--- config.mk ---
export PLATFORM = sky130hd
export DESIGN_NAME = ext_stack_decode
export DESIGN_NICKNAME = d
export VERILOG_FILES = /design/src/pkg/ext_decode_pkg.sv /design/src/design/pointer_file.sv /design/src/design/operand_map.sv /design/src/design/ext_stack_decode.sv
export VERILOG_INCLUDE_DIRS = /design/src /design/src/pkg
export SDC_FILE = /design/constraint.sdc
export NUM_CORES = 1
export LEC_CHECK = 0
export BUFFER_PORTS_ARGS = -buffer_cell sky130_fd_sc_hd__buf_4
export CORE_ASPECT_RATIO = 0.8
export CORE_UTILIZATION = 54
export CTS_BUF_LIST = sky130_fd_sc_hd__clkbuf_16
export DETAILED_ROUTE_END_ITERATION = 10
export PLACE_DENSITY_LB_ADDON = 0.2
export SETUP_SLACK_MARGIN = 0.1
export SLEW_MARGIN = 20
export SYNTH_ARGS = -nofsm -noshare
export SYNTH_HDL_FRONTEND = slang
export SYNTH_HIERARCHICAL = 1
export SYNTH_SLANG_ARGS = --single-unit
export TNS_END_PERCENT = 20
--- constraint.sdc ---
create_clock -name pclk -period 3.95 [get_ports pclk]
set_input_delay 0.5925 -clock pclk [delete_from_list [all_inputs] [get_ports pclk]]
set_output_delay 0.5925 -clock pclk [all_outputs]
set_load 0.1 [all_outputs]
--- src/pkg/ext_decode_defines.svh ---
// Functional notes
// - Indexed move: frame pointer plus 7-bit offsets, 12-bit space.
// - Indexed move never writes program counter low or stack top bytes.
// - Indexed move source on an indirect register reads as 00h.
// - Indexed move destination on an indirect register writes nothing.
// - Push literal writes at frame pointer, then decrements it, one cycle.
// - Subtract 6-bit literal from pointer 0, 1 or 2; no flags.
// - The extension enable also turns on indexed offset addressing.
// - Extension off: access bit 0 is access bank, 1 is banked.
// - Extension on, access bit 0, operand to 5Fh: frame pointer offset.
// - Offset mapping serves all byte and bit ops with an access bit.
// - Frame pointer zero makes offsets land on the old access locations.
// - Destination-select bit keeps its meaning in indexed offset mode.
// - One configuration bit, set to 1, enables the extension.
`ifndef EXT_DECODE_DEFINES_SVH
`define EXT_DECODE_DEFINES_SVH

// -----------------------------------------------------------------
// Register map (APB byte addresses)
// -----------------------------------------------------------------
`define REG_CTRL 8'h00
`define REG_FRAME_PTR 8'h04
`define REG_PTR0 8'h08
`define REG_PTR1 8'h0C
`define REG_BANK 8'h10
`define REG_STATUS 8'h14
`define CTRL_EXT_BIT 0
`define CTRL_RESET 1'h1
`define BANK_RESET 4'h0

// -----------------------------------------------------------------
// Opcode patterns
// -----------------------------------------------------------------
`define OPC_MOVE_HI 9'h1D7
`define OPC_PUSH_HI 8'hEA
`define OPC_SUB_HI 8'hE9
`define SEL_FRAME 2'h3
`define FRAME_IDX 2'h2

// -----------------------------------------------------------------
// Special data addresses
// -----------------------------------------------------------------
`define OFFSET_LIMIT 8'h5F
`define ACCESS_HIGH_BANK 4'hF
`define ACCESS_LOW_BANK 4'h0
`define ADDR_PCL 12'hFF9
`define ADDR_TOS_U 12'hFFF
`define ADDR_TOS_H 12'hFFE
`define ADDR_TOS_L 12'hFFD
`define INDIR0_BASE 12'hFEB
`define INDIR1_BASE 12'hFE3
`define INDIR2_BASE 12'hFDB
`define INDIR_SPAN 12'h005

`endif

--- src/pkg/ext_decode_pkg.sv ---
package ext_decode_pkg;

    typedef enum logic [1:0] {S_RUN, S_MOVE_DEST, S_RET_NOP} state_t;

    typedef enum logic [2:0] {
        OP_NONE, OP_MOVE, OP_PUSH, OP_SUB, OP_SUBRET
    } op_t;

    typedef struct packed {
        logic re;
        logic we;
        logic [11:0] addr;
        logic [7:0] wdata;
    } mem_req_t;

    typedef struct packed {
        logic valid;
        logic [7:0] f;
        logic a;
        logic d;
    } std_operand_t;

    typedef struct packed {
        logic valid;
        logic [11:0] addr;
        logic to_wreg;
    } std_target_t;

endpackage : ext_decode_pkg

--- src/design/pointer_file.sv ---
`timescale 1ns/1ps
module pointer_file (
    // Clock and reset
    input wire logic pclk,
    input wire logic presetn,
    // Write port
    input wire logic wr_en,
    input wire logic [1:0] wr_sel,
    input wire logic [11:0] wr_data,
    // Registered pointers
    output logic [2:0][11:0] ptr_q
);
    genvar gi;
    generate
        for (gi = 0; gi < 3; gi++) begin : g_ptr
            always_ff @(posedge pclk or negedge presetn) begin
                if (!presetn) begin
                    ptr_q[gi] <= 12'h000;
                end else if (wr_en && wr_sel == 2'(gi)) begin
                    ptr_q[gi] <= wr_data;
                end
            end
        end
    endgenerate
endmodule : pointer_file

--- src/design/operand_map.sv ---
`timescale 1ns/1ps
`include "ext_decode_defines.svh"
module operand_map (
    // Clock and reset
    input wire logic pclk,
    input wire logic presetn,
    // Mode and pointers
    input wire logic ext_en,
    input wire logic [11:0] frame_ptr,
    input wire logic [3:0] bank_sel,
    // Operand in, effective address out
    input wire ext_decode_pkg::std_operand_t op,
    output ext_decode_pkg::std_target_t target_q
);
    import ext_decode_pkg::*;

    wire indexed = ext_en && !op.a && op.f <= `OFFSET_LIMIT;
    wire [11:0] idx_addr = frame_ptr + {4'h0, op.f};
    wire [3:0] acc_bank = (op.f <= `OFFSET_LIMIT) ? `ACCESS_LOW_BANK
                                                : `ACCESS_HIGH_BANK;
    wire [11:0] lit_addr = op.a ? {bank_sel, op.f}
                                : {acc_bank, op.f};
    std_target_t target_d;

    // Every access-bit instruction the core flags goes through here
    always_comb begin
        target_d.valid = op.valid;
        target_d.addr = indexed ? idx_addr : lit_addr;
        target_d.to_wreg = !op.d;
    end

    always_ff @(posedge pclk or negedge presetn) begin
        if (!presetn) begin
            target_q <= '0;
        end else begin
            target_q <= target_d;
        end
    end
endmodule : operand_map

--- src/design/ext_stack_decode.sv ---
`timescale 1ns/1ps
`include "ext_decode_defines.svh"
module ext_stack_decode (
    // Clock and reset
    input wire logic pclk,
    input wire logic presetn,
    // APB slave
    input wire logic psel,
    input wire logic penable,
    input wire logic pwrite,
    input wire logic [7:0] paddr,
    input wire logic [31:0] pwdata,
    output logic [31:0] prdata,
    output logic pready,
    output logic pslverr,
    // Program words from the fetch stage
    input wire logic instr_valid,
    input wire logic [15:0] instr_word,
    output logic instr_ready,
    // Data memory
    output ext_decode_pkg::mem_req_t mem_req,
    input wire logic [7:0] mem_rdata,
    // Return stack and program counter
    input wire logic [20:0] stack_top_value,
    output logic pc_load,
    output logic [20:0] pc_load_value,
    // Standard byte and bit instruction operands
    input wire ext_decode_pkg::std_operand_t std_op,
    output ext_decode_pkg::std_target_t std_target
);
    import ext_decode_pkg::*;

    // -----------------------------------------------------------------
    // Decode helpers
    // -----------------------------------------------------------------
    function automatic op_t op_class(input logic [15:0] w);
        if (w[15:7] == `OPC_MOVE_HI) begin
            return OP_MOVE;
        end else if (w[15:8] == `OPC_PUSH_HI) begin
            return OP_PUSH;
        end else if (w[15:8] == `OPC_SUB_HI) begin
            return (w[7:6] == `SEL_FRAME) ? OP_SUBRET : OP_SUB;
        end
        return OP_NONE;
    endfunction : op_class

    function automatic logic is_indirect(input logic [11:0] a);
        return (a >= `INDIR0_BASE && a < `INDIR0_BASE + `INDIR_SPAN)
            || (a >= `INDIR1_BASE && a < `INDIR1_BASE + `INDIR_SPAN)
            || (a >= `INDIR2_BASE && a < `INDIR2_BASE + `INDIR_SPAN);
    endfunction : is_indirect

    function automatic logic is_protected(input logic [11:0] a);
        return a == `ADDR_PCL || a == `ADDR_TOS_U
            || a == `ADDR_TOS_H || a == `ADDR_TOS_L;
    endfunction : is_protected

    // -----------------------------------------------------------------
    // State
    // -----------------------------------------------------------------
    state_t state_q, state_d;
    logic ext_en_q;
    logic [3:0] bank_q;
    logic rd_pend_q;
    logic [7:0] hold_q;
    logic src_ind_q;
    logic move_nop_q;
    logic [2:0][11:0] ptr;
    mem_req_t mem_req_d;

    wire [11:0] frame_ptr = ptr[`FRAME_IDX];
    wire accept = instr_valid && instr_ready;
    wire in_run = state_q == S_RUN;
    // Extended opcodes only exist while the enable bit is set
    wire op_t op = ext_en_q ? op_class(instr_word) : OP_NONE;
    wire run_acc = accept && in_run;
    wire [11:0] off_addr = frame_ptr + {5'h00, instr_word[6:0]};
    wire src_ind = is_indirect(off_addr);
    wire dst_block = is_indirect(off_addr)
                  || is_protected(off_addr);
    wire [7:0] src_data = src_ind_q ? 8'h00
                        : (rd_pend_q ? mem_rdata : hold_q);
    wire [1:0] sub_sel = instr_word[7:6];
    wire [11:0] k6 = {6'h00, instr_word[5:0]};

    // -----------------------------------------------------------------
    // Pointer updates
    // -----------------------------------------------------------------
    wire ptr_we = run_acc && (op == OP_PUSH || op == OP_SUB
                           || op == OP_SUBRET);
    wire [1:0] ptr_sel = (op == OP_SUB) ? sub_sel : `FRAME_IDX;
    wire [11:0] ptr_wdata = (op == OP_PUSH) ? frame_ptr - 12'h001
                          : ptr[ptr_sel] - k6;

    pointer_file u_ptrs (
        .pclk(pclk),
        .presetn(presetn),
        .wr_en(ptr_we),
        .wr_sel(ptr_sel),
        .wr_data(ptr_wdata),
        .ptr_q(ptr)
    );

    operand_map u_map (
        .pclk(pclk),
        .presetn(presetn),
        .ext_en(ext_en_q),
        .frame_ptr(frame_ptr),
        .bank_sel(bank_q),
        .op(std_op),
        .target_q(std_target)
    );

    // -----------------------------------------------------------------
    // Sequencer
    // -----------------------------------------------------------------
    always_comb begin
        state_d = state_q;
        unique case (state_q)
            S_RUN: begin
                if (run_acc && op == OP_MOVE) begin
                    state_d = S_MOVE_DEST;
                end else if (run_acc && op == OP_SUBRET) begin
                    state_d = S_RET_NOP;
                end
            end
            S_MOVE_DEST: begin
                if (accept) begin
                    state_d = S_RUN;
                end
            end
            S_RET_NOP: begin
                state_d = S_RUN;
            end
        endcase
    end

    // Memory request: move reads source on word one and writes on word two; push writes on its one word
    always_comb begin
        mem_req_d = '0;
        mem_req_d.addr = mem_req.addr;
        if (run_acc && op == OP_MOVE) begin
            mem_req_d.re = !src_ind;
            mem_req_d.addr = off_addr;
        end else if (run_acc && op == OP_PUSH) begin
            mem_req_d.we = 1'b1;
            mem_req_d.addr = frame_ptr;
            mem_req_d.wdata = instr_word[7:0];
        end else if (accept && state_q == S_MOVE_DEST) begin
            mem_req_d.we = !dst_block;
            mem_req_d.addr = off_addr;
            mem_req_d.wdata = src_data;
        end
    end

    always_ff @(posedge pclk or negedge presetn) begin
        if (!presetn) begin
            state_q <= S_RUN;
            instr_ready <= 1'b1;
            mem_req <= '0;
        end else begin
            state_q <= state_d;
            // Word two may not be taken before the source data is back
            instr_ready <= state_d != S_RET_NOP
                        && !(run_acc && op == OP_MOVE);
            mem_req <= mem_req_d;
        end
    end

    // Read data lasts one cycle; keep it in case word two is late
    always_ff @(posedge pclk or negedge presetn) begin
        if (!presetn) begin
            rd_pend_q <= 1'b0;
            hold_q <= 8'h00;
            src_ind_q <= 1'b0;
            move_nop_q <= 1'b0;
        end else begin
            rd_pend_q <= mem_req.re;
            if (rd_pend_q) begin
                hold_q <= mem_rdata;
            end
            if (run_acc && op == OP_MOVE) begin
                src_ind_q <= src_ind;
            end
            if (accept && state_q == S_MOVE_DEST) begin
                move_nop_q <= dst_block;
            end
        end
    end

    always_ff @(posedge pclk or negedge presetn) begin
        if (!presetn) begin
            pc_load <= 1'b0;
            pc_load_value <= 21'h000000;
        end else begin
            pc_load <= run_acc && op == OP_SUBRET;
            if (run_acc && op == OP_SUBRET) begin
                pc_load_value <= stack_top_value;
            end
        end
    end

    // -----------------------------------------------------------------
    // APB slave: one wait state, pready registered
    // -----------------------------------------------------------------
    wire apb_acc = psel && penable && !pready;
    wire apb_done = psel && penable && pready;
    wire apb_wr = apb_done && pwrite;
    wire hit_ctrl = paddr == `REG_CTRL;
    wire hit_fp = paddr == `REG_FRAME_PTR;
    wire hit_p0 = paddr == `REG_PTR0;
    wire hit_p1 = paddr == `REG_PTR1;
    wire hit_bank = paddr == `REG_BANK;
    wire hit_stat = paddr == `REG_STATUS;
    wire mapped = hit_ctrl || hit_fp || hit_p0 || hit_p1
               || hit_bank || hit_stat;
    wire [31:0] rd_mux =
        hit_ctrl ? {31'h00000000, ext_en_q} :
        hit_fp ? {20'h00000, frame_ptr} :
        hit_p0 ? {20'h00000, ptr[0]} :
        hit_p1 ? {20'h00000, ptr[1]} :
        hit_bank ? {28'h0000000, bank_q} :
        hit_stat ? {28'h0000000, move_nop_q, src_ind_q, state_q} :
        32'h00000000;

    always_ff @(posedge pclk or negedge presetn) begin
        if (!presetn) begin
            pready <= 1'b0;
            prdata <= 32'h00000000;
            pslverr <= 1'b0;
        end else begin
            pready <= apb_acc;
            prdata <= (apb_acc && !pwrite) ? rd_mux : 32'h00000000;
            pslverr <= apb_acc && !mapped;
        end
    end

    always_ff @(posedge pclk or negedge presetn) begin
        if (!presetn) begin
            ext_en_q <= `CTRL_RESET;
            bank_q <= `BANK_RESET;
        end else if (apb_wr) begin
            if (hit_ctrl) begin
                ext_en_q <= pwdata[`CTRL_EXT_BIT];
            end
            if (hit_bank) begin
                bank_q <= pwdata[3:0];
            end
        end
    end

    // -----------------------------------------------------------------
    // Checks
    // -----------------------------------------------------------------
    wire push_go = run_acc && op == OP_PUSH;
    wire move_go = run_acc && op == OP_MOVE;
    wire ret_go = run_acc && op == OP_SUBRET;
    wire sub_go = run_acc && op == OP_SUB;
    wire move_fin = accept && state_q == S_MOVE_DEST;
endmodule : ext_stack_decode

Yosys cells after proc, flatten, opt, wreduce, memory -nomap -nowiden
Cells that the tools add are included.
{"block": "totals", "n_memories": 0, "in_bits": 102, "romBits": 0, "latch_bits": 0, "mem_bits_rw": 0, "reg_bits": 127}
{"block": "op_classes", "bitwise_logic": 0, "n_shift": 0, "n_addsub": 4, "n_mul": 0, "n_div": 0, "muxes": 35, "eq_ne": 22, "n_lt_le_gt_ge": 8, "reduce_logical": 49}
{"operator": "two-way mux 12 bit", "count": 10}
{"operator": "== test 12 bit (second input constant)", "count": 4}
{"operator": "two-way mux 21 bit", "count": 2}
{"operator": "greater-or-equal comparator 12 bit (second input constant)", "count": 3}
{"operator": "< comparator 12 bit (second input constant)", "count": 3}
{"operator": "binary-select mux 12 bit (select 2 bit)", "count": 1}
{"operator": "two-way mux 8 bit", "count": 3}
{"operator": "logical AND 1 bit", "count": 22}
{"operator": "two-way mux 3 bit", "count": 6}
{"operator": "== test 8 x 4 -> 1 bit (second input constant)", "count": 2}
{"operator": "== test 8 x 5 -> 1 bit (second input constant)", "count": 2}
{"operator": "== test 8 bit (second input constant)", "count": 2}
{"operator": "logical OR 1 bit", "count": 13}
{"operator": "adder 12 x 7 -> 12 bit", "count": 1}
{"operator": "adder 12 x 8 -> 12 bit", "count": 1}
{"operator": "two-way mux 4 bit", "count": 3}
{"operator": "subtractor 12 x 1 -> 12 bit (second input constant)", "count": 1}
{"operator": "subtractor 12 x 6 -> 12 bit", "count": 1}
{"operator": "== test 9 bit (second input constant)", "count": 1}
{"operator": "== test 8 x 3 -> 1 bit (second input constant)", "count": 1}
{"operator": "less-or-equal comparator 8 x 7 -> 1 bit (second input constant)", "count": 1}
{"operator": "logical NOT 1 bit", "count": 8}
{"operator": "logical NOT 8 bit", "count": 1}
{"operator": "two-way mux 2 bit", "count": 4}
{"operator": "other kinds (12)", "count": 22}

Depth between registers and ports, before layout
{"block": "depth", "word_depth": 14, "depth_mapped": 15, "mapped_depth_nobuf": 13}

Cells and area by module
Netlist, hierarchy kept.
{"module": "ext_stack_decode", "n_inst": 1, "cells_each": 563, "seq_area_each_um2": 1929.4, "area_each_um2": 5099.9}
{"module": "pointer_file", "n_inst": 1, "cells_each": 78, "seq_area_each_um2": 900.9, "area_each_um2": 1356.3}
{"module": "operand_map", "n_inst": 1, "cells_each": 107, "seq_area_each_um2": 350.3, "area_each_um2": 994.7}

Least setup slack after synthesis
No wires, ideal clock.
{"block": "synth_path", "path_kind": "input to register", "start": "in instr_word[12]", "end": "reg u_ptrs/ptr_q[6] (netlist bit)", "required_ns": 3.825, "cell_stages": 14, "path_buffers": 2, "arrival_time_ns": 3.380, "setup_ns": 0.125, "setup_slack_ns": 0.445, "cell_sequence": "nand2b_1 nor3_4 buf_6 clkbuf_1 o21ai_0 ha_1 fa_1 nand2b_1 a21oi_1 o21ai_0 and3_4 nor3_1 a21oi_1 mux2_2"}
{"block": "synth_via", "elab_chain_len": 12, "elab_cells_between_ends": 23, "cone_classes": "add/sub: 1; eq/ne: 6; mux: 11; reduce/logical: 5"}
{"element": "start, declared", "line_no": "ext_stack_decode.sv:18", "source": "input wire logic [15:0] instr_word,"}
{"element": "== test 8 bit (no line)"}
{"element": "two-way mux 1 bit", "line_no": "ext_stack_decode.sv:41", "source": "end else if (w[15:8] == `OPC_SUB_HI) begin"}
{"element": "two-way mux 1 bit", "line_no": "ext_stack_decode.sv:39", "source": "end else if (w[15:8] == `OPC_PUSH_HI) begin"}
{"element": "two-way mux 1 bit", "line_no": "ext_stack_decode.sv:37", "source": "if (w[15:7] == `OPC_MOVE_HI) begin"}
{"element": "two-way mux 3 bit *", "line_no": "ext_stack_decode.sv:44", "source": "return OP_NONE;"}
{"element": "two-way mux 3 bit *", "line_no": "ext_stack_decode.sv:75", "source": "wire op_t op = ext_en_q ? op_class(instr_word) : OP_NONE;"}
{"element": "== test 3 x 2 -> 1 bit"}
{"element": "two-way mux 2 bit (no line)"}
{"element": "binary-select mux 12 bit (select 2 bit)", "line_no": "ext_stack_decode.sv:93", "source": ": ptr[ptr_sel] - k6;"}
{"element": "two-way mux 12 bit (implied by the code)", "line_no": "ext_stack_decode.sv:93"}
{"element": "subtractor 12 x 6 -> 12 bit", "line_no": "ext_stack_decode.sv:93"}
{"element": "two-way mux 12 bit *", "line_no": "ext_stack_decode.sv:92", "source": "wire [11:0] ptr_wdata = (op == OP_PUSH) ? frame_ptr - 12'h001"}
{"element": "named net ptr_wdata[6]", "line_no": "ext_stack_decode.sv:92"}
{"element": "end signal, assigned by index", "line_no": "pointer_file.sv:20", "source": "ptr_q[gi] <= wr_data;"}
{"element": "end, declared", "line_no": "pointer_file.sv:11", "source": "output logic [2:0][11:0] ptr_q"}
Mark *: on every way through the listed nets, which the timed path passes. The rest lies on a longest branch. The select of a mux whose other input is x is not followed.
A chain may end at the register's enable or synchronous reset.

Final worst setup path
{"block": "layout_path", "start": "reg ext_en_q", "end": "reg u_ptrs/ptr_q[11] (netlist bit)"}
{"block": "layout_via", "elab_chain_len": 7, "elab_cells_between_ends": 14, "cone_classes": "add/sub: 1; eq/ne: 3; mux: 5; reduce/logical: 5"}
{"element": "start, declared", "line_no": "ext_stack_decode.sv:62", "source": "logic ext_en_q;"}
{"element": "start signal, assigned", "line_no": "ext_stack_decode.sv:240", "source": "ext_en_q <= `CTRL_RESET;"}
{"element": "start signal, assigned", "line_no": "ext_stack_decode.sv:244", "source": "ext_en_q <= pwdata[`CTRL_EXT_BIT];"}
{"element": "two-way mux 3 bit *", "line_no": "ext_stack_decode.sv:75"}
{"element": "== test 3 x 2 -> 1 bit"}
{"element": "two-way mux 2 bit (no line)"}
{"element": "binary-select mux 12 bit (select 2 bit)", "line_no": "ext_stack_decode.sv:93"}
{"element": "two-way mux 12 bit (implied by the code)", "line_no": "ext_stack_decode.sv:93"}
{"element": "subtractor 12 x 6 -> 12 bit", "line_no": "ext_stack_decode.sv:93"}
{"element": "two-way mux 12 bit *", "line_no": "ext_stack_decode.sv:92"}
{"element": "named net ptr_wdata[11]", "line_no": "ext_stack_decode.sv:92"}
Marks and branches as above.

==> flow_metrics.env <==
export IMPL_fin_crit_ns=3.511
export IMPL_max_cap_viol_count=0
export IMPL_clockBufferDepth=2
export IMPL_clk_pin_slew_ns=0.06
export IMPL_peakVddDrop_uv=575.5
export IMPL_ys_top_cells_by_area="dfrtp_1 (42%), mux2_2 (10%), nand2_1 (5.5%)"
export IMPL_overflow=0
export IMPL_routedWlPerCell_um=17.99
export IMPL_ys_flop_type="dfrtp_1"
export IMPL_ys_types=78
export IMPL_critical_path_most_common_cell="a21oi_1"
export IMPL_insertion_delay_ns=0.42
export IMPL_synth_top_area_share_pct=41.98
export IMPL_relSlewSlack_pct=32.70
export IMPL_area_growth_syn_to_layout_pct=23.59
export IMPL_cp_end_kind="flop"
export IMPL_grt_pass1_vias=6124
export IMPL_multiInputGateArea_um2=3939
export IMPL_m1WireLength_um=8339
export IMPL_cts_resized=0
export IMPL_r2r_start="ext_en_q$_DFFE_PN1P_"
export IMPL_tightest_slew_ns=1.007
export IMPL_drive_above_1_share_pct=31.18
export IMPL_netlist_instances=748
export IMPL_grt_max_degree=128
export IMPL_die_area_um2=14280
export IMPL_timing_worst_setup_path_type="reg -> reg"
export IMPL_slew_viol_final=0
export IMPL_dp_hpwl_um=13850
export IMPL_fin_ws_ns=0.4386
export IMPL_final_nets=1014
export IMPL_initial_core_util_pct=56.67
export IMPL_drc=0
export IMPL_p_leak_nw=4.543
export IMPL_fp_dieW_um=133.3
export IMPL_core_area_um2=13150
export IMPL_antenna_cells=0
export IMPL_root_buffer="clkbuf_16"
export IMPL_start_kind="flop"
export IMPL_cts_buffers=17
export IMPL_vias=6230
export IMPL_synth_ff_latch_count=127
export IMPL_syn_cell_area_um2=7451
export IMPL_drt_wl_total_um=19310
export IMPL_ctsHoldBuffers=0
export IMPL_arrival_ns=3.81
export IMPL_grt_antenna_before_repair=0
export IMPL_skew_ns=0.01249
export IMPL_wl_met3_um=1442
export IMPL_fin_setup_tns_ns=0
export IMPL_dr_wl_met2_um=9137
export IMPL_seqCellArea_um2=3181
export IMPL_required_ns=4.25
export IMPL_numClockSinks=127
export IMPL_synth_edf_count=0
export IMPL_drtIter0Drc=547
export IMPL_rsz0062_at_grt="false"
export IMPL_viasPerCell=5.806
export IMPL_cts_tree="done"
export IMPL_hold_violations=0
export IMPL_crit_start="ext_en_q$_DFFE_PN1P_"
export IMPL_finalWeightedCongestion=0.9108
export IMPL_post_cts_buffers=0
export IMPL_fin_util_pct=70.04
export IMPL_htree_levels=4
export IMPL_fin_crit_sh_pct=88.90
export IMPL_worstPathMaxFanout=19
export IMPL_cp_slowest_stage_delay_ns=0.68
export IMPL_fmax_ghz=0.2848
export IMPL_pin_count=195
export IMPL_grtUsageTotal_pct=27.92
export IMPL_power_density_nw_per_um2=500.7
export IMPL_grt_pass1_wl_um=30920
export IMPL_port_buffers=146
export IMPL_die_h_um=107.1
export IMPL_ys_seq_area_share_pct=42.69
export IMPL_fin_cells=1073
export IMPL_synthMostInstantiatedCell="dfrtp_1"
export IMPL_dpl_cell_count=1041
export IMPL_crit_chain="nand4bb_4 -> nor3_4 -> buf_4 -> a21oi_1 -> ha_1 -> o21a_1 -> o31ai_1 -> a21oi_1 -> nor2_1 -> a41oi_1 -> o211ai_1 -> mux2_2"
export IMPL_setup_viol=0
export IMPL_synth_top_area_cell="dfrtp_1"
export IMPL_status="complete, no violations"
export IMPL_num_rows=37
export IMPL_hold_path_class="in -> async"
export IMPL_first_pass_iters=5
export IMPL_highest_layer="met4"
export IMPL_drt_antenna_violating_nets=0
export IMPL_ys_top_cells_by_count="dfrtp_1 (125), nand2_1 (110), mux2_2 (67)"
export IMPL_cp_slowest_cell="dfstp_2"
export IMPL_fillers=971
export IMPL_ys_async_sr_fraction_pct=100.0
export IMPL_place_ws_ns=0.2904
export IMPL_syn_area_per_cell_um2=9.961
export IMPL_yosys_warnings=6
-- layout by cell type, fill, tap and decap left out, drive strengths merged, types with 20 or more instances in the layout --
cell and instances:
nand2 111, nor2 52, a21oi 30, mux2i 29, o21ai 36, conb 20
mux2 67, dfrtp 125, inv 31, ha 24, buf 152
-- report_power, final --
part	internal [mW]	leakage [nW]	switching [mW]
registers	1.39	1.71	0.119
logic	0.443	2.53	1.04
clock network	1.00	0.298	0.620
total	2.83	4.54	1.78
-- per-layer routing --
metal  track usage (%)  vias to the layer above
met5                 0                        -
met4             9.659                        0
met3             6.761                       36
met2             44.83                      246
met1             37.00                     3040
li1                  -                     2908
-- state kept, by name, summed over array words and instances (netlist names), 2 cells and up --
name	cells
u_ptrs/ptr_q	36
mem_req	22
pc_load_value	21
u_map/target_q	14
prdata	12
hold_q	8
bank_q	4
state_q	2
-- critical path: cells and delay by family, from the launching register on --
| family | cells | cell delay [ns] |
|---|---|---|
| DFF | 1 | 0.68 |
| adders and majority gates | 1 | 0.34 |
| muxes | 1 | 0.29 |
| AOI/OAI and AO/OA | 6 | 1.19 |
| buffers and inverters | 1 | 0.31 |
| and+or+nand+nor | 3 | 0.56 |
-- final cells by class --
| type | instances | area share, % |
|---|---|---|
| Tap cell | 175 | 2.378 |
| Multi-Input combinational cell | 559 | 42.77 |
| Clock buffer | 17 | 4.620 |
| Timing Repair Buffer | 152 | 12.53 |
| Inverter | 28 | 1.141 |
| Sequential cell | 127 | 34.54 |
| Clock inverter | 15 | 2.024 |
-- per-stage QoR --
step / power (mW) / area (um2) / hold slack (ns)
floorplan: 2.640 / 7522 / 0.2969
global placement: 2.956 / 8597 / 0.3841
detailed placement: 2.996 / 8597 / 0.3907
CTS: 4.624 / 9209 / 0.2661
global route: 4.797 / 9209 / 0.2568
finish: 4.611 / 9209 / 0.2283
-- cells by family (layout without fill, tap and decap cells) --
logic type | after synthesis | count (layout) | share of synthesized area, %
flip-flops | 127 | 127 | 42.69
buffers and inverters | 81 | 212 | 5.575
multiplexers | 96 | 96 | 14.02
adder cells (fa/ha/maj) | 27 | 27 | 4.836
AND/OR/NAND/NOR | 248 | 248 | 16.59
XOR/XNOR | 17 | 17 | 1.998
AO/OA/AOI/OAI | 151 | 151 | 14.24
other | 1 | 20 | 0.05033
-- final timing paths --
path / cells past startpoint / to / slack [ns]
worst max-delay path: 12 / u_ptrs/ptr_q[11]$_DFFE_PN0P_ / 0.44
worst min-delay path: 2 / mem_req[9]$_DFFE_PN0P_ / 0.23
worst max register to register: 12 / u_ptrs/ptr_q[11]$_DFFE_PN0P_ / 0.44
worst min register to register: 0 / rd_pend_q$_DFF_PN0_ / 0.40
max in group asynchronous: 2 / u_map/target_q[5]$_DFF_PN0_ / 3.14
min in group pclk: 1 / u_map/target_q[13]$_DFF_PN0_ / 0.28
No activity file was read; power rests on OpenSTA's default activity.
